==> config.mk <==
export PLATFORM = sky130hd
export DESIGN_NAME = lrc_bank
export DESIGN_NICKNAME = d
export VERILOG_FILES = /design/src/core/lrc_pkg.sv /design/src/core/lrc_vmap.sv /design/src/core/lrc_hwsel.sv /design/src/core/lrc_bank.sv
export VERILOG_INCLUDE_DIRS = /design/src /design/src/core
export SDC_FILE = /design/constraint.sdc
export NUM_CORES = 1
export LEC_CHECK = 0
export ABC_AREA = 0
export ABC_CLOCK_PERIOD_IN_PS = 16100
export BUFFER_PORTS_ARGS = -buffer_cell sky130_fd_sc_hd__buf_4
export CAP_MARGIN = 20
export CORE_MARGIN = 2
export CORE_UTILIZATION = 60
export CTS_BUF_LIST = sky130_fd_sc_hd__clkbuf_4 sky130_fd_sc_hd__clkbuf_8 sky130_fd_sc_hd__clkbuf_16
export CTS_CLUSTER_DIAMETER = 50
export DETAILED_ROUTE_END_ITERATION = 16
export PLACE_DENSITY = 0.95
export RECOVER_POWER = 100
export SYNTH_ARGS = -nofsm -noshare
export SYNTH_HDL_FRONTEND = slang
export SYNTH_SLANG_ARGS = --single-unit
export TNS_END_PERCENT = 20
==> constraint.sdc <==
create_clock -name CLK_SYS_I -period 16.1 [get_ports CLK_SYS_I]
set_input_delay 0 -clock CLK_SYS_I [delete_from_list [all_inputs] [get_ports CLK_SYS_I]]
set_output_delay 0 -clock CLK_SYS_I [all_outputs]
set_load 0.02 [all_outputs]
==> src/core/lrc_defs.svh <==
`ifndef LRC_DEFS_SVH
`define LRC_DEFS_SVH
// Operation
// Undervoltage action: 00 ignore, 01 regulator off, 10 system reset, 11 reserved.
// Undervoltage always raises an interrupt, whatever the action field holds.
// Hardware-control source: 00 off, 01 input 1, 10 input 2, 11 either.
// Under hardware control, voltage select 0 uses ON code, 1 uses SLEEP code.
// Hardware-control mode: 00/10 low power, 01 off, 11 follow ON mode.
// Disabled regulator output discharges when float bit is 0, floats when 1.
// Low-power variant bit picks 50mA (0) or 20mA (1) wherever low power applies.
// Slot 000 never, 001-101 timeslots 1-5, 110/111 hardware enable 1/2.
// In ON state, mode bit 0 is normal, 1 is low power.
// Codes 00h-0Eh map to 0.9V-1.6V in 50mV steps.
// Codes 0Fh-1Fh map to 1.7V-3.3V in 100mV steps; 1Fh is maximum.
// Reset loads hardware-control mode 10; every other field loads zero (the code loads the SLEEP mode bit as 1).
// Separate 5-bit SLEEP voltage code, coded like the ON code.
// Selected hardware input asserted applies HWC settings; deasserted returns to ON.
// Slot-assigned regulator enables only when the sequencer reaches its slot.

// Register byte addresses (index times four).
`define LRC_IDX_CTRL 16'h4068
`define LRC_IDX_ON 16'h4069
`define LRC_IDX_SLP 16'h406a
`define LRC_ADDR_CTRL 18'h101a0
`define LRC_ADDR_ON 18'h101a4
`define LRC_ADDR_SLP 18'h101a8
`define LRC_ADDR_IRQ_STAT 18'h101b0
`define LRC_ADDR_IRQ_MASK 18'h101b4
`define LRC_ADDR_STATUS 18'h101b8
// Field positions in the control register.
`define LRC_ERR_HI 15
`define LRC_ERR_LO 14
`define LRC_SRC_HI 12
`define LRC_SRC_LO 11
`define LRC_HVSEL_BIT 10
`define LRC_HMODE_HI 9
`define LRC_HMODE_LO 8
`define LRC_FLT_BIT 7
`define LRC_SWI_BIT 6
`define LRC_LP_BIT 0
// Field positions in the ON and SLEEP registers.
`define LRC_SLOT_HI 15
`define LRC_SLOT_LO 13
`define LRC_MODE_BIT 8
`define LRC_VSEL_HI 4
`define LRC_VSEL_LO 0
// Reset values.
`define LRC_CTRL_RST 16'h0200
`define LRC_ON_RST 16'h0000
`define LRC_SLP_RST 16'h0100
// Voltage code mapping in millivolts.
`define LRC_MV_BASE_LO 16'd900
`define LRC_MV_STEP_LO 16'd50
`define LRC_MV_BASE_HI 16'd1700
`define LRC_MV_STEP_HI 16'd100
`define LRC_CODE_KNEE 5'h0f
// Interrupt status bit positions.
`define LRC_IRQ_UV 0
`define LRC_IRQ_RESET 1
`endif

==> src/core/lrc_pkg.sv <==
package lrc_pkg;
  typedef enum logic [1:0] {
    LRC_ACT_IGNORE = 2'h0,
    LRC_ACT_REG_OFF = 2'h1,
    LRC_ACT_SYS_RESET = 2'h2,
    LRC_ACT_RESERVED = 2'h3
  } lrc_action_e;

  typedef enum logic [1:0] {
    LRC_OFF = 2'h0,
    LRC_NORMAL = 2'h1,
    LRC_LOWPWR = 2'h3
  } lrc_state_e;

  typedef struct packed {
    logic enable;
    logic low_power;
    logic lp_variant;
    logic discharge;
    logic switch_mode;
    logic [4:0] voltage_code;
    logic [15:0] millivolts;
  } lrc_drive_s;
endpackage

==> src/core/lrc_vmap.sv <==
`timescale 1ns/1ps
`include "lrc_defs.svh"
module lrc_vmap
  import lrc_pkg::*;
(
  input wire logic [4:0] code_i,
  output logic [15:0] mv_o
);
  // Two linear segments meeting at the knee code.
  always_comb begin
    if (code_i < `LRC_CODE_KNEE) begin
      mv_o = `LRC_MV_BASE_LO + 16'(code_i) * `LRC_MV_STEP_LO;
    end else begin
      mv_o = `LRC_MV_BASE_HI + 16'(code_i - `LRC_CODE_KNEE) * `LRC_MV_STEP_HI;
    end
  end
endmodule

==> src/core/lrc_hwsel.sv <==
`timescale 1ns/1ps
`include "lrc_defs.svh"
module lrc_hwsel
  import lrc_pkg::*;
(
  input wire logic [1:0] source_i,
  input wire logic hwc1_i,
  input wire logic hwc2_i,
  output logic active_o
);
  // Source code picks the governing hardware-control input.
  always_comb begin
    unique case (source_i)
      2'h0: active_o = 1'b0;
      2'h1: active_o = hwc1_i;
      2'h2: active_o = hwc2_i;
      2'h3: active_o = hwc1_i | hwc2_i;
    endcase
  end
endmodule

==> src/core/lrc_bank.sv <==
`timescale 1ns/1ps
`include "lrc_defs.svh"
module lrc_bank
  import lrc_pkg::*;
(
  input wire logic CLK_SYS_I,
  input wire logic RESET_I,
  input wire logic PSEL_I,
  input wire logic PENABLE_I,
  input wire logic PWRITE_I,
  input wire logic [17:0] PADDR_I,
  input wire logic [31:0] PWDATA_I,
  output logic [31:0] PRDATA_O,
  output logic PREADY_O,
  output logic PSLVERR_O,
  input wire logic HWC1_I,
  input wire logic HWC2_I,
  input wire logic HWEN1_I,
  input wire logic HWEN2_I,
  input wire logic SEQ_ACTIVE_I,
  input wire logic [2:0] SEQ_SLOT_I,
  input wire logic UNDERVOLTAGE_I,
  output lrc_drive_s REG_DRIVE_O,
  output logic SYS_RESET_REQ_O,
  output logic IRQ_O
);
  logic [15:0] ctrl_q;
  logic [15:0] on_q;
  logic [15:0] slp_q;
  logic [1:0] irq_stat_q;
  logic [1:0] irq_mask_q;
  logic uv_off_q;
  logic uv_prev_q;
  logic slot_reached_q;
  logic hw_active;
  logic [15:0] mv;
  logic wr_en;
  logic rd_en;
  logic addr_ok;
  logic uv_rise;
  logic sys_rst_evt;
  logic en_d;
  logic lp_d;
  logic [4:0] code_d;
  logic [2:0] slot;
  lrc_action_e action;
  lrc_state_e state_d;
  lrc_drive_s drive_d;

  assign slot = on_q[`LRC_SLOT_HI:`LRC_SLOT_LO];
  assign action = lrc_action_e'(ctrl_q[`LRC_ERR_HI:`LRC_ERR_LO]);
  assign wr_en = PSEL_I & PENABLE_I & PWRITE_I;
  assign rd_en = PSEL_I & ~PENABLE_I & ~PWRITE_I;
  assign uv_rise = UNDERVOLTAGE_I & ~uv_prev_q;
  assign sys_rst_evt = uv_rise & (action == LRC_ACT_SYS_RESET);

  // Address decode; unmapped addresses answer with an error.
  always_comb begin
    unique case (PADDR_I)
      `LRC_ADDR_CTRL, `LRC_ADDR_ON, `LRC_ADDR_SLP, `LRC_ADDR_IRQ_STAT,
      `LRC_ADDR_IRQ_MASK, `LRC_ADDR_STATUS: addr_ok = 1'b1;
      default: addr_ok = 1'b0;
    endcase
  end

  lrc_hwsel u_hwsel (
    .source_i(ctrl_q[`LRC_SRC_HI:`LRC_SRC_LO]),
    .hwc1_i(HWC1_I),
    .hwc2_i(HWC2_I),
    .active_o(hw_active)
  );

  lrc_vmap u_vmap (
    .code_i(code_d),
    .mv_o(mv)
  );

  // Configuration registers; only the low half-word is stored.
  always_ff @(posedge CLK_SYS_I or posedge RESET_I) begin
    if (RESET_I) begin
      ctrl_q <= `LRC_CTRL_RST;
      on_q <= `LRC_ON_RST;
      slp_q <= `LRC_SLP_RST;
      irq_mask_q <= 2'h0;
    end else if (wr_en) begin
      unique case (PADDR_I)
        `LRC_ADDR_CTRL: ctrl_q <= PWDATA_I[15:0];
        `LRC_ADDR_ON: on_q <= PWDATA_I[15:0];
        `LRC_ADDR_SLP: slp_q <= PWDATA_I[15:0];
        `LRC_ADDR_IRQ_MASK: irq_mask_q <= PWDATA_I[1:0];
        default: ;
      endcase
    end
  end

  // Sticky interrupt status; a new event wins over a write-one clear.
  always_ff @(posedge CLK_SYS_I or posedge RESET_I) begin
    if (RESET_I) begin
      irq_stat_q <= 2'h0;
    end else begin
      irq_stat_q[`LRC_IRQ_UV] <= uv_rise | (irq_stat_q[`LRC_IRQ_UV] &
        ~(wr_en & (PADDR_I == `LRC_ADDR_IRQ_STAT) & PWDATA_I[`LRC_IRQ_UV]));
      irq_stat_q[`LRC_IRQ_RESET] <= sys_rst_evt | (irq_stat_q[`LRC_IRQ_RESET] &
        ~(wr_en & (PADDR_I == `LRC_ADDR_IRQ_STAT) & PWDATA_I[`LRC_IRQ_RESET]));
    end
  end

  // Fault tracking; the regulator stays off until software rewrites the action field.
  always_ff @(posedge CLK_SYS_I or posedge RESET_I) begin
    if (RESET_I) begin
      uv_prev_q <= 1'b0;
      uv_off_q <= 1'b0;
    end else begin
      uv_prev_q <= UNDERVOLTAGE_I;
      if (uv_rise & (action == LRC_ACT_REG_OFF)) begin
        uv_off_q <= 1'b1;
      end else if (wr_en & (PADDR_I == `LRC_ADDR_CTRL)) begin
        uv_off_q <= 1'b0;
      end
    end
  end

  // Sequencer slot latch: enabled once the sequencer reaches the assigned slot.
  always_ff @(posedge CLK_SYS_I or posedge RESET_I) begin
    if (RESET_I) begin
      slot_reached_q <= 1'b0;
    end else if (slot == 3'h0 || slot > 3'h5) begin
      slot_reached_q <= 1'b0;
    end else if (SEQ_ACTIVE_I && SEQ_SLOT_I >= slot) begin
      slot_reached_q <= 1'b1;
    end else if (!SEQ_ACTIVE_I && SEQ_SLOT_I == 3'h0) begin
      slot_reached_q <= 1'b0;
    end
  end

  // Regulator drive: ON settings by default, HWC settings while the source is active.
  always_comb begin
    unique case (slot)
      3'h0: en_d = 1'b0;
      3'h6: en_d = HWEN1_I;
      3'h7: en_d = HWEN2_I;
      default: en_d = slot_reached_q;
    endcase
    lp_d = on_q[`LRC_MODE_BIT];
    code_d = on_q[`LRC_VSEL_HI:`LRC_VSEL_LO];
    if (hw_active) begin
      code_d = ctrl_q[`LRC_HVSEL_BIT] ? slp_q[`LRC_VSEL_HI:`LRC_VSEL_LO] :
        on_q[`LRC_VSEL_HI:`LRC_VSEL_LO];
      unique case (ctrl_q[`LRC_HMODE_HI:`LRC_HMODE_LO])
        2'h1: en_d = 1'b0;
        2'h3: lp_d = on_q[`LRC_MODE_BIT];
        default: lp_d = 1'b1;
      endcase
    end
    if (uv_off_q) begin
      en_d = 1'b0;
    end
    state_d = !en_d ? LRC_OFF : (lp_d ? LRC_LOWPWR : LRC_NORMAL);
    drive_d.enable = (state_d != LRC_OFF);
    drive_d.low_power = (state_d == LRC_LOWPWR);
    drive_d.lp_variant = ctrl_q[`LRC_LP_BIT];
    drive_d.discharge = ~en_d & ~ctrl_q[`LRC_FLT_BIT];
    drive_d.switch_mode = ctrl_q[`LRC_SWI_BIT];
    drive_d.voltage_code = code_d;
    drive_d.millivolts = mv;
  end

  // Registered outputs toward the regulator and the reset logic.
  always_ff @(posedge CLK_SYS_I or posedge RESET_I) begin
    if (RESET_I) begin
      REG_DRIVE_O <= '0;
      SYS_RESET_REQ_O <= 1'b0;
      IRQ_O <= 1'b0;
    end else begin
      REG_DRIVE_O <= drive_d;
      SYS_RESET_REQ_O <= sys_rst_evt;
      IRQ_O <= |(irq_stat_q & irq_mask_q);
    end
  end

  // APB answer: zero wait states; read data is set up during the setup phase.
  always_ff @(posedge CLK_SYS_I or posedge RESET_I) begin
    if (RESET_I) begin
      PRDATA_O <= 32'h0;
      PREADY_O <= 1'b0;
      PSLVERR_O <= 1'b0;
    end else begin
      PREADY_O <= PSEL_I & ~PENABLE_I;
      PSLVERR_O <= PSEL_I & ~PENABLE_I & ~addr_ok;
      if (rd_en) begin
        unique case (PADDR_I)
          `LRC_ADDR_CTRL: PRDATA_O <= {16'h0, ctrl_q};
          `LRC_ADDR_ON: PRDATA_O <= {16'h0, on_q};
          `LRC_ADDR_SLP: PRDATA_O <= {16'h0, slp_q};
          `LRC_ADDR_IRQ_STAT: PRDATA_O <= {30'h0, irq_stat_q};
          `LRC_ADDR_IRQ_MASK: PRDATA_O <= {30'h0, irq_mask_q};
          `LRC_ADDR_STATUS: PRDATA_O <= {28'h0, slot_reached_q, uv_off_q,
            hw_active, drive_d.enable};
          default: PRDATA_O <= 32'h0;
        endcase
      end
    end
  end

  a_reset_defaults: assert property (@(posedge CLK_SYS_I)
    $fell(RESET_I) |-> ctrl_q == `LRC_CTRL_RST && on_q == `LRC_ON_RST)
    else $error("Control registers wrong after reset.");
  a_uv_irq_always: assert property (@(posedge CLK_SYS_I) disable iff (RESET_I)
    uv_rise |=> irq_stat_q[`LRC_IRQ_UV])
    else $error("Undervoltage did not set interrupt status.");
  a_uv_reg_off: assert property (@(posedge CLK_SYS_I) disable iff (RESET_I)
    uv_rise && action == LRC_ACT_REG_OFF && !wr_en |=> ##1 !REG_DRIVE_O.enable)
    else $error("Regulator not switched off on undervoltage.");
  a_uv_sys_reset: assert property (@(posedge CLK_SYS_I) disable iff (RESET_I)
    uv_rise && action == LRC_ACT_SYS_RESET |=> SYS_RESET_REQ_O)
    else $error("System reset not requested on undervoltage.");
  a_slot_zero_off: assert property (@(posedge CLK_SYS_I) disable iff (RESET_I)
    slot == 3'h0 |=> !REG_DRIVE_O.enable)
    else $error("Regulator on with slot zero.");
  a_hwc_mode_off: assert property (@(posedge CLK_SYS_I) disable iff (RESET_I)
    hw_active && ctrl_q[`LRC_HMODE_HI:`LRC_HMODE_LO] == 2'h1 |=> !REG_DRIVE_O.enable)
    else $error("HWC off mode left regulator on.");
  a_hwc_vsel: assert property (@(posedge CLK_SYS_I) disable iff (RESET_I)
    hw_active && ctrl_q[`LRC_HVSEL_BIT] |=>
    REG_DRIVE_O.voltage_code == $past(slp_q[`LRC_VSEL_HI:`LRC_VSEL_LO]))
    else $error("HWC voltage not from sleep code.");
  a_discharge_off: assert property (@(posedge CLK_SYS_I) disable iff (RESET_I)
    REG_DRIVE_O.discharge |-> !REG_DRIVE_O.enable)
    else $error("Discharge while enabled.");
  a_on_mode_lp: assert property (@(posedge CLK_SYS_I) disable iff (RESET_I)
    !hw_active && en_d |=> REG_DRIVE_O.low_power == $past(on_q[`LRC_MODE_BIT]))
    else $error("ON mode not followed.");
  a_max_code: assert property (@(posedge CLK_SYS_I) disable iff (RESET_I)
    code_d == 5'h1f |-> mv == 16'd3300)
    else $error("Top code not 3.3V.");
  c_uv_event: cover property (@(posedge CLK_SYS_I) disable iff (RESET_I) uv_rise);
  c_hw_ctrl: cover property (@(posedge CLK_SYS_I) disable iff (RESET_I) hw_active && en_d);
  c_slot_on: cover property (@(posedge CLK_SYS_I) disable iff (RESET_I) $rose(slot_reached_q));
endmodule

# Word level (Yosys, flattened, before mapping)
# Cells that the tools add are included.
# op_classes
bitwise	27
add_sub_neg	3
n_mux	19
n_mul	2
reduce_logical	17
eq_ne	16
order_cmp	3
# ops
cell	n
equality test 18 x 17 -> 1 bit (second input constant)	6
case mux 16 bit (6 select lines)	1
adder 11 x 16 -> 16 bit (first input constant)	1
multiplier 16 x 5 -> 14 bit (second input constant)	1
two-way mux 16 bit	1
AND 1 bit	15
adder 10 x 11 -> 12 bit (first input constant)	1
two-way mux 1 bit	11
equality test 2 bit (second input constant)	5
multiplier 5 x 5 -> 10 bit (second input constant)	1
two-way mux 5 bit	2
NOT 1 bit	8
AND reduction 2 bit	4
equality test 2 x 1 -> 1 bit (second input constant)	3
equality test 3 bit (second input constant)	2
zero test 3 bit	2
OR reduction 6 bit	1
subtractor 5 x 4 -> 6 bit (second input constant)	1
< comparator 5 x 4 -> 1 bit (second input constant)	1
two-way mux 2 bit	2
case mux 1 bit (4 select lines)	1
nonzero test 2 bit	2
OR reduction 2 bit	2
>= comparator 3 bit	1
9 further kinds	12
# word_totals
register_bits	117
in_bits	64

# Longest topological paths before layout
# Gate-level depths: netlist (run 1).
# logic_depth
depth_word	8
ltp_mapped	20

# Cells and area by module
# Synthesis (run 1) repeated with hierarchy kept, for this count alone.
# hier_totals
hier_cells	540
hier_area_um2	5972.0
# modules_own_cells
mod	area_each_um2	n_inst	cells_each
lrc_bank	4446.8	1	348
lrc_vmap	1516.5	1	191
lrc_hwsel	8.8	1	1

# Worst setup path before layout (run 1)
# OpenSTA, ideal clock, no wires.
# synth_timing
path_type	register to register
startpoint	register ctrl_q[11]
endpoint	register REG_DRIVE_O[14] in the netlist's numbering
stages_incl_launch_ff	18
t_required_ns	16.014
period_less_slack_ns	5.091
t_arrival_ns	5.005
setup_slack_ns	11.009
path_cell_list	dfrtp_1 a22o_2 nand2_2 mux2_2 ha_1 buf_4 a31oi_1 nand3_1 nand2_1 fa_1 fa_1 ha_1 and3_1 a221oi_2 a21oi_1 o311a_1 o31a_1 nor3_1
# synth_rtl
element	line	text
start: declaration	lrc_bank.sv:27	logic [15:0] ctrl_q;
start signal: assignment	lrc_bank.sv:81	ctrl_q <= `LRC_CTRL_RST;
start signal: assignment	lrc_bank.sv:87	`LRC_ADDR_CTRL: ctrl_q <= PWDATA_I[15:0];
end signal: assignment	lrc_bank.sv:175	REG_DRIVE_O <= drive_d;
end: declaration	lrc_bank.sv:23	output lrc_drive_s REG_DRIVE_O,

==> results_dict.tcl, run 1 <==
set metrics [dict create \
    status "complete, but fails checks" \
    violations "max-capacitance violations, max-slew violations" \
    totalWireLength_mm 15.8 \
    slew-limit-headroom -1.07 \
    ys.flop_type "dfrtp_1" \
    firstDrtPassIters 5 \
    nNetsFinal 792 \
    synth_commonest_cells "dfrtp_1, nor2_1, mux2_2" \
    peakVddDrop_v 0.0000671 \
    setup_viol 0 \
    antennaDiodeCount 0 \
    multi_input_area_mm2 0.00325 \
    crit_arrival_ps 7190 \
    start_util 0.620 \
    grt_setup_unrepaired "no" \
    path_cells "a22o_1 > a21boi_0 > a31oi_1 > inv_1 > ha_1 > a21oi_1 > or2_0 > ha_1 > fa_1 > fa_1 > ha_1 > and3_1 > a221oi_1 > a21oi_1 > o311a_1 > o31a_1 > nor3_1" \
    hold_viol 0 \
    cts_setup_buffers 0 \
    via_per_inst 6.05 \
    cp_common_cell "ha_1" \
    grt_overflow 0 \
    grt_pass1_wl_mm 25.7 \
    syn_inst 586 \
    synth_warnings 0 \
    placeableCoreArea_mm2 0.00982 \
    critPathLaunchType "flip-flop" \
    p_leak_nw 3.45 \
    ys_seq_elements 100 \
    initialDrtViolationCount 427 \
    fp.dieW_um 105 \
    clkTransAtPathRegs_ps 110 \
    worst_pin_slew_ps 3090 \
    vias 4983 \
    setup.worst_path.class "reg -> reg" \
    power.total_mw 0.462 \
    worstPathMaxFanout 11 \
    io_pins 126 \
    post-synth-top-count-cell "dfrtp_1" \
    antenna_found_initial 0 \
    cts.sinks 100 \
    synth_top_area_share 0.403 \
    ys_seq_area_frac 0.412 \
    crit_slowest_cell "a21oi_1" \
    cts_tree "built" \
    grtUsageTotal 0.297 \
    grt_pass1_vias 5070 \
    crit_family "compound AO/OA/AOI/OAI gates" \
    grt_max_degree 55 \
    yosys-top-cells-area "dfrtp_1, mux2_2, ha_1" \
    whs_ps 16.8 \
    critPathBufInv 1 \
    drc_errors 0 \
    die-area_mm2 0.0110 \
    rows 36 \
    fmax_mhz 145 \
    synth_edf_count 0 \
    hpwl_mm 10.7 \
    die_h_um 105 \
    ys_types 74 \
    cts_buffer_depth 2 \
    synth_top_area_cell "dfrtp_1" \
    clk_latency_ps 400 \
    synthToLayoutAreaGrowth_pct 14.5 \
    port_buffers 92 \
    powerDensity_mw_per_mm2 66.4 \
    crit_required_ps 16420 \
    avgSynthCellArea_um2 10.4 \
    wl_per_cell_um 19.2 \
    root_buffer "clkbuf_8" \
    nFillCells 704 \
    gp_congestion 0.925 \
    fin_tns_setup_ps 0 \
    period_minus_slack_ps 6880 \
    hold_path_class "in -> reg" \
    drive_gt1_frac 0.174 \
    critPathCaptureType "flip-flop" \
    max_stage_delay_ps 800 \
    drtAntennaViolNets 0 \
    async_reset_ff_frac 1.00 \
    numCtsBuffers 9 \
    slew_viol_final 139 \
    seqCellArea_mm2 0.00250 \
    fin_skew_ps 15.4 \
    synth_area_mm2 0.00609 \
    cts.htree.levels 3 \
    cap_violations 4 \
    fin_crit_sh 0.427 \
]
[cells in the final DEF (no fill, tap or decap), types with 8 or more instances in the layout]
master and instances:
dfrtp_1 98, nor2_1 49, clkbuf_1 47, buf_4 44, mux2_2 39, nand2_1 38
o21ai_0 38, ha_1 36, a21oi_1 33, inv_1 26, mux2i_1 22, dlygate4sd3_1 20
xnor2_1 19, conb_1 17, xor2_1 10, clkbuf_8 10, nand2b_1 8, nor2b_1 8
a21o_1 8
[logic make-up after synthesis]
family          share of synthesized area
xor+xnor                           0.0454
flops                               0.412
simple gates                        0.125
fa+ha+maj                          0.0938
compound gates                      0.131
buf+inv                            0.0582
mux                                 0.135
other cells                      0.000616
[layout make-up]
class	count	share of cell area
repair buffers	115	0.106
clock buffers	11	0.0208
clock inverters	5	0.00952
flip-flops and latches	100	0.359
well taps	133	0.0239
multi-input cells	433	0.466
inverters	27	0.0147
[final timing paths]
check / from / endpoint / slack, ps / depth (start not counted)
hold / removal: PADDR_I[4] / PRDATA_O[3]$_DFFE_PP0P_ / 20 / 3
setup reg to reg: ctrl_q[12]$_DFFE_PP0P_ / REG_DRIVE_O[14]$_DFF_PP0_ / 9220 / 17
setup / recovery: ctrl_q[12]$_DFFE_PP0P_ / REG_DRIVE_O[14]$_DFF_PP0_ / 9220 / 17
hold reg to reg: ctrl_q[6]$_DFFE_PP0P_ / REG_DRIVE_O[21]$_DFF_PP0_ / 430 / 0
min in group asynchronous: RESET_I / uv_off_q$_DFFE_PP0P_ / 690 / 3
max in group asynchronous: RESET_I / REG_DRIVE_O[21]$_DFF_PP0_ / 11960 / 4
[repair_timing]
action                    in CTS  in global routing
resized for setup              0                  0
hold buffers                  20                  0
hold endpoints to repair      99                  0
[flip-flops by register name (all words and copies together) (netlist names)]
name,count
REG_DRIVE_O,25
PRDATA_O,16
ctrl_q,16
on_q,16
slp_q,16
irq_mask_q,2
irq_stat_q,2
IRQ_O,1
PREADY_O,1
PSLVERR_O,1
SYS_RESET_REQ_O,1
slot_reached_q,1
uv_off_q,1
uv_prev_q,1
[worst reg2reg max path: cells and delay by family (launching register included)]
kind                       cells  cell delay, ps
and+or+nand+nor                3             950
AOI/OAI and AO/OA              8            3230
adders and majority gates      5            1950
buffers and inverters          1             250
DFF                            1             410
[stage by stage]
stage / std cells / cell area, µm² / util / setup WS (ps)
finish: 824 / 6970 / 0.710 / 9220
floorplan: 602 / 6150 / - / 11010
CTS: 824 / 7190 / 0.732 / 9870
detailed placement: 788 / 6780 / 0.690 / 9990
global route: 824 / 6970 / 0.710 / 8870
global placement: 788 / 6780 / 0.690 / 10180
[layer usage]
| metal | part of all wire | global-route usage | up-vias |
|---|---|---|---|
| li1 | - | - | 2221 |
| met5 | 0 | 0 | - |
| met3 | 0.071 | 0.0605 | 67 |
| met1 | 0.39 | 0.368 | 2428 |
| met2 | 0.50 | 0.493 | 267 |
| met4 | 0.040 | 0.156 | 0 |
[report_power, final]
part,total (mW),internal (mW),switching (mW)
Combinational,0.0327,0.0137,0.0190
Clock,0.178,0.0802,0.0979
Sequential,0.252,0.251,0.000120
Total,0.462,0.345,0.117
No activity file was read; power rests on OpenSTA's default activity.
==> inputs of run 2 (changes only) <==
--- a/config.mk
+++ b/config.mk
@@ -7,15 +7,15 @@
 export NUM_CORES = 1
 export LEC_CHECK = 0
 export ABC_AREA = 0
-export ABC_CLOCK_PERIOD_IN_PS = 16100
+export ABC_CLOCK_PERIOD_IN_PS = 5530
 export BUFFER_PORTS_ARGS = -buffer_cell sky130_fd_sc_hd__buf_4
 export CAP_MARGIN = 20
 export CORE_MARGIN = 2
-export CORE_UTILIZATION = 60
+export CORE_UTILIZATION = 50
 export CTS_BUF_LIST = sky130_fd_sc_hd__clkbuf_4 sky130_fd_sc_hd__clkbuf_8 sky130_fd_sc_hd__clkbuf_16
 export CTS_CLUSTER_DIAMETER = 50
 export DETAILED_ROUTE_END_ITERATION = 16
-export PLACE_DENSITY = 0.95
+export PLACE_DENSITY = 0.89
 export RECOVER_POWER = 100
 export SYNTH_ARGS = -nofsm -noshare
 export SYNTH_HDL_FRONTEND = slang
==> constraint.sdc (replaced) <==
create_clock -name CLK_SYS_I -period 5.53 [get_ports CLK_SYS_I]
set_input_delay 0 -clock CLK_SYS_I [delete_from_list [all_inputs] [get_ports CLK_SYS_I]]
set_output_delay 0 -clock CLK_SYS_I [all_outputs]
set_load 0.02 [all_outputs]
==> run 2 against run 1 <==
  * The run still ends with max-capacitance violations, max-slew violations left
  * Worst hold slack better by 29 ps
  * Via count down 2.3%
  * Maximum frequency rose by 30%
  * Global-route usage down 6.4 points
  * Clock power rose to 3.6 times the previous value
  * Die area rose by 19%
  * First-iteration DRC count decreased by 30%
  * Critical path depth stayed put
  * Non-clock buffer count is 7 higher
  * Largest power group unchanged
  * Highest routed layer unchanged
==> results_dict.tcl, run 2 (same netlist as run 1, synthesis figures left out) <==
set metrics [dict create \
    port_buffers 92 \
    drive_gt1_frac 0.199 \
    cts_buffer_depth 2 \
    initialDrtViolationCount 299 \
    cts_tree "built" \
    grt_overflow 0 \
    peakVddDrop_v 0.000181 \
    antenna_found_initial 0 \
    layout_commonest_cell "dfrtp_1" \
    firstDrtPassIters 5 \
    slew-limit-headroom -0.996 \
    drtAntennaViolNets 0 \
    p_leak_nw 3.53 \
    critPathCaptureType "flip-flop" \
    worst_pin_slew_ps 2970 \
    nNetsFinal 799 \
    fmax_mhz 189 \
    hpwl_mm 10.4 \
    fin_tns_setup_ps 0 \
    die_h_um 114 \
    start_util 0.509 \
    slew_viol_final 116 \
    grt_pass1_wl_mm 24.3 \
    grt_max_degree 80 \
    via_per_inst 5.76 \
    cts.htree.levels 3 \
    cts.sinks 100 \
    rows 40 \
    grt_setup_unrepaired "no" \
    layout_common_cells "dfrtp_1, nor2_1, buf_4, clkbuf_1, mux2_2" \
    vias 4867 \
    fin_skew_ps 12.7 \
    drc_errors 0 \
    root_buffer "clkbuf_16" \
    status "complete, but fails checks" \
    critPathLaunchType "flip-flop" \
    numCtsBuffers 9 \
    fp.dieW_um 114 \
    fin_crit_sh 0.955 \
    whs_ps 45.8 \
    crit_family "adder cells" \
    gp_congestion 0.921 \
    dpl_worst_slack_ps 47.2 \
    reg2regPathDepth 17 \
    antennaDiodeCount 0 \
    fin_ws_ps 250 \
    grtUsageTotal 0.234 \
    clk_latency_ps 350 \
    grt_pass1_vias 5110 \
    regMostFlops "REG_DRIVE_O" \
    setup_viol 0 \
    die-area_mm2 0.0131 \
    cp_num_cells 17 \
    violations "max-capacitance violations, max-slew violations" \
    hold_depth 3 \
    clkTransAtPathRegs_ps 70 \
    setup.worst_path.class "reg -> reg" \
    totalWireLength_mm 14.7 \
    crit_required_ps 5790 \
    largest_reg_flops 25 \
    cap_violations 3 \
    worstPathMaxFanout 10 \
    period_minus_slack_ps 5280 \
    crit_arrival_ps 5540 \
    crit_slowest_cell "fa_1" \
    synthToLayoutAreaGrowth_pct 17.9 \
    hold_viol 0 \
    path_cells "a22o_2 > nand2_4 > mux2_2 > ha_1 > nand2_1 > nor2_1 > or2_2 > ha_1 > fa_1 > fa_1 > ha_2 > and3_1 > a221oi_4 > a21oi_1 > o311a_1 > o31a_1 > nor3_1" \
    critPathBufInv 0 \
    placeableCoreArea_mm2 0.0120 \
    io_pins 126 \
    max_stage_delay_ps 530 \
    wl_per_cell_um 17.5 \
    hold_path_class "in -> reg" \
    powerDensity_mw_per_mm2 204 \
]
[run 2: worst paths after layout]
check	from	to	slack, ps
worst max-delay path	ctrl_q[11]$_DFFE_PP0P_	REG_DRIVE_O[14]$_DFF_PP0_	250
worst min-delay path	PADDR_I[4]	PRDATA_O[2]$_DFFE_PP0P_	50
worst max register to register	ctrl_q[11]$_DFFE_PP0P_	REG_DRIVE_O[14]$_DFF_PP0_	250
worst min register to register	ctrl_q[6]$_DFFE_PP0P_	REG_DRIVE_O[21]$_DFF_PP0_	430
max in group asynchronous	RESET_I	slp_q[2]$_DFFE_PP0P_	2860
min in group asynchronous	RESET_I	REG_DRIVE_O[23]$_DFF_PP0_	380
[run 2: through the flow]
step | std cells | util | area (µm²) | power, mW
final | 845 | 0.600 | 7180 | 1.46
after global routing | 845 | 0.600 | 7180 | 1.51
after CTS | 844 | 0.614 | 7350 | 1.48
after detailed placement | 807 | 0.571 | 6830 | 0.830
after global placement | 807 | 0.571 | 6830 | 0.828
after floorplan | 602 | - | 6150 | 0.798
[run 2: report_power, final]
| part | switching (mW) | internal [mW] |
|---|---|---|
| Combinational | 0.0544 | 0.0403 |
| Sequential | 0.000316 | 0.732 |
| Clock | 0.315 | 0.322 |
| Total | 0.370 | 1.09 |
[run 2: area by class of cell]
cell class / instances / area (µm²)
Clock buffer: 9 / 225
Clock inverter: 7 / 80.1
Fill cell: 946 / 4780
Inverter: 27 / 103
Multi-Input combinational cell: 433 / 3290
Sequential cell: 100 / 2500
Tap cell: 147 / 184
Timing Repair Buffer: 122 / 790
[run 2: routing by layer]
metal | share of wire | wire [µm] | track usage | up-vias
met5 | 0 | 0 | 0 | -
met4 | 0.023 | 339 | 0.0748 | 0
met3 | 0.056 | 832 | 0.0545 | 38
met2 | 0.52 | 7740 | 0.416 | 181
met1 | 0.40 | 5840 | 0.279 | 2421
li1 | - | - | - | 2227
[run 2: worst reg2reg max path, stage by stage, from the launching register on]
cell      delay [ps]
dfrtp_1          410
a22o_2           340
nand2_4          160
mux2_2           420
ha_1             260
nand2_1          100
nor2_1            40
or2_2            360
ha_1             240
fa_1             460
fa_1             530
ha_2             330
and3_1           250
a221oi_4         350
a21oi_1          120
o311a_1          340
o31a_1           290
nor3_1           190
[run 2: what timing repair did]
action                                  CTS  global route
endpoints found under the setup margin    0             2
buffers inserted                          0             1
endpoints found under the hold margin    77             0
hold buffers                             21             0
gates resized for setup                   0             7
==> inputs of run 3 (changes only) <==
--- a/config.mk
+++ b/config.mk
@@ -7,16 +7,15 @@
 export NUM_CORES = 1
 export LEC_CHECK = 0
 export ABC_AREA = 0
-export ABC_CLOCK_PERIOD_IN_PS = 5530
+export ABC_CLOCK_PERIOD_IN_PS = 5300
 export BUFFER_PORTS_ARGS = -buffer_cell sky130_fd_sc_hd__buf_4
 export CAP_MARGIN = 20
 export CORE_MARGIN = 2
-export CORE_UTILIZATION = 50
+export CORE_UTILIZATION = 56
 export CTS_BUF_LIST = sky130_fd_sc_hd__clkbuf_4 sky130_fd_sc_hd__clkbuf_8 sky130_fd_sc_hd__clkbuf_16
 export CTS_CLUSTER_DIAMETER = 50
 export DETAILED_ROUTE_END_ITERATION = 16
-export PLACE_DENSITY = 0.89
-export RECOVER_POWER = 100
+export PLACE_DENSITY = 0.93
 export SYNTH_ARGS = -nofsm -noshare
 export SYNTH_HDL_FRONTEND = slang
 export SYNTH_SLANG_ARGS = --single-unit
==> constraint.sdc (replaced) <==
create_clock -name CLK_SYS_I -period 5.3 [get_ports CLK_SYS_I]
set_input_delay 0 -clock CLK_SYS_I [delete_from_list [all_inputs] [get_ports CLK_SYS_I]]
set_output_delay 0 -clock CLK_SYS_I [all_outputs]
set_load 0.02 [all_outputs]
==> run 3 against run 2 <==
  * The run now ends clean
  * Global-route usage grew 3.8 points
  * Design area grew 2.1%
  * Combinational power grew 11%
  * Routed wire length grew 5.1%
  * Critical path type unchanged
  * Highest routed layer unchanged
==> results_dict.tcl, run 3 (same netlist as run 1, synthesis figures left out) <==
set metrics [dict create \
    status "completed" \
    critPathBufInv 1 \
    crit_start "ctrl_q[11]$_DFFE_PP0P_" \
    place_area_mm2 0.00684 \
    rows 38 \
    grtUsageTotal 0.271 \
    crit_slowest_cell "fa_1" \
    gp_congestion 0.925 \
    via_per_inst 5.91 \
    hold_viol 0 \
    io_pins 126 \
    synthToLayoutAreaGrowth_pct 20.4 \
    drc_errors 0 \
    firstDrtPassIters 5 \
    worst_pin_slew_ps 1110 \
    period_minus_slack_ps 5120 \
    cap_violations 0 \
    layout_commonest_cell "buf_4" \
    antennaDiodeCount 0 \
    antenna_found_initial 0 \
    drive_gt1_frac 0.281 \
    setup.worst_path.class "reg -> reg" \
    grt_pass1_vias 5219 \
    die-area_mm2 0.0117 \
    setup_viol 0 \
    initialDrtViolationCount 311 \
    start_util 0.569 \
    port_buffers 92 \
    place_inst 802 \
    cts_setup_buffers 0 \
    worstPathMaxFanout 10 \
    grt_max_degree 88 \
    clk_latency_ps 380 \
    totalWireLength_mm 15.5 \
    max_stage_delay_ps 470 \
    largest_reg_flops 25 \
    critPathCaptureType "flip-flop" \
    numCtsBuffers 9 \
    crit_arrival_ps 5420 \
    fmax_mhz 195 \
    fin_cells 841 \
    regMostFlops "REG_DRIVE_O" \
    utilization 0.685 \
    peakVddDrop_v 0.000135 \
    fin_skew_ps 12.4 \
    wl_per_cell_um 18.4 \
    clkTransAtPathRegs_ps 100 \
    grt_overflow 0 \
    cts.sinks 100 \
    cts.htree.levels 3 \
    power.total_mw 1.35 \
    die_h_um 108 \
    drtAntennaViolNets 0 \
    critPathLaunchType "flip-flop" \
    hpwl_mm 10.7 \
    slew_viol_final 0 \
    slew-limit-headroom 0.251 \
    grt_pass1_wl_mm 24.9 \
    fin_ws_ps 185 \
    whs_ps 38.9 \
    vias 4974 \
    grt_setup_unrepaired "no" \
    cp_common_cell "ha_1" \
    hold_path_class "in -> reg" \
    powerDensity_mw_per_mm2 184 \
    crit_family "adder cells" \
    nNetsFinal 802 \
    path_cells "a22o_4 > nand2_4 > mux2_2 > ha_1 > nand2_1 > nor2_1 > or2_4 > ha_1 > ha_1 > fa_1 > ha_1 > and3_1 > a221oi_2 > buf_4 > xnor3_1 > or3_1 > a21oi_1" \
    stdcell_area_mm2 0.00733 \
    fin_crit_sh 0.965 \
    fp.dieW_um 108 \
    crit_required_ps 5600 \
    layout_common_cells "buf_4, dfrtp_1, nor2_1, mux2_2, o21ai_0" \
    worstHoldStart "PADDR_I[4]" \
    root_buffer "clkbuf_8" \
    r2r-start "ctrl_q[11]$_DFFE_PP0P_" \
    dpl_worst_slack_ps 56.0 \
    fin_tns_setup_ps 0 \
    placeableCoreArea_mm2 0.0107 \
    cts_buffer_depth 2 \
    p_leak_nw 3.71 \
    cts_tree "built" \
]
## run 3: cell types whose count changed in the layout (fill, tap and decap cells not counted), moves of 2 or more
cell,change
buf_4,+53
or2_4,+2
clkbuf_8,+10
clkinv_8,-2
clkbuf_4,-4
or2_0,-2
clkbuf_1,-47
clkbuf_16,-9
buf_16,+2
## run 3: report_power, final
group	internal (mW)	switching (mW)	leakage (nW)
Clock	0.191	0.288	0.0914
Sequential	0.764	0.000552	1.33
Combinational	0.0455	0.0595	2.28
## run 3: path summary, 6_finish.rpt
check	to	slack [ps]	cells past startpoint
worst max-delay path	REG_DRIVE_O[12]$_DFF_PP0_	180	17
worst min-delay path	PRDATA_O[2]$_DFFE_PP0P_	40	3
worst max register to register	REG_DRIVE_O[12]$_DFF_PP0_	180	17
worst min register to register	REG_DRIVE_O[23]$_DFF_PP0_	430	0
max in group asynchronous	ctrl_q[9]$_DFFE_PP1P_	4280	5
min in group asynchronous	REG_DRIVE_O[15]$_DFF_PP0_	70	3
## run 3: layer usage
metal  GRT usage  vias to the layer above  part of all wire
met1       0.313                     2467              0.39
met5           0                        -                 0
met3      0.0506                       65             0.053
met2       0.487                      208              0.52
met4       0.125                        0             0.039
li1            -                     2234                 -
## run 3: repair_timing
item,CTS,global route
gates resized for setup,0,8
setup endpoints to repair,0,5
hold buffers,21,0
hold endpoints to repair,69,0
## run 3: layout make-up
class                   instances  area (µm²)
clock buffers                  10         138
multi-input cells             433        3320
well taps                     140         175
repair buffers                125        1030
fillers                       742        3370
flip-flops and latches        100        2500
clock inverters                 6        52.6
inverters                      27         104
## run 3: worst reg2reg max path: stages (launching register included)
cell      delay (ps)
dfrtp_1          440
a22o_4           310
nand2_4          150
mux2_2           410
ha_1             260
nand2_1          100
nor2_1            50
or2_4            290
ha_1             310
ha_1             310
fa_1             470
ha_1             400
and3_1           230
a221oi_2         360
buf_4            190
xnor3_1          280
or3_1            330
a21oi_1          130
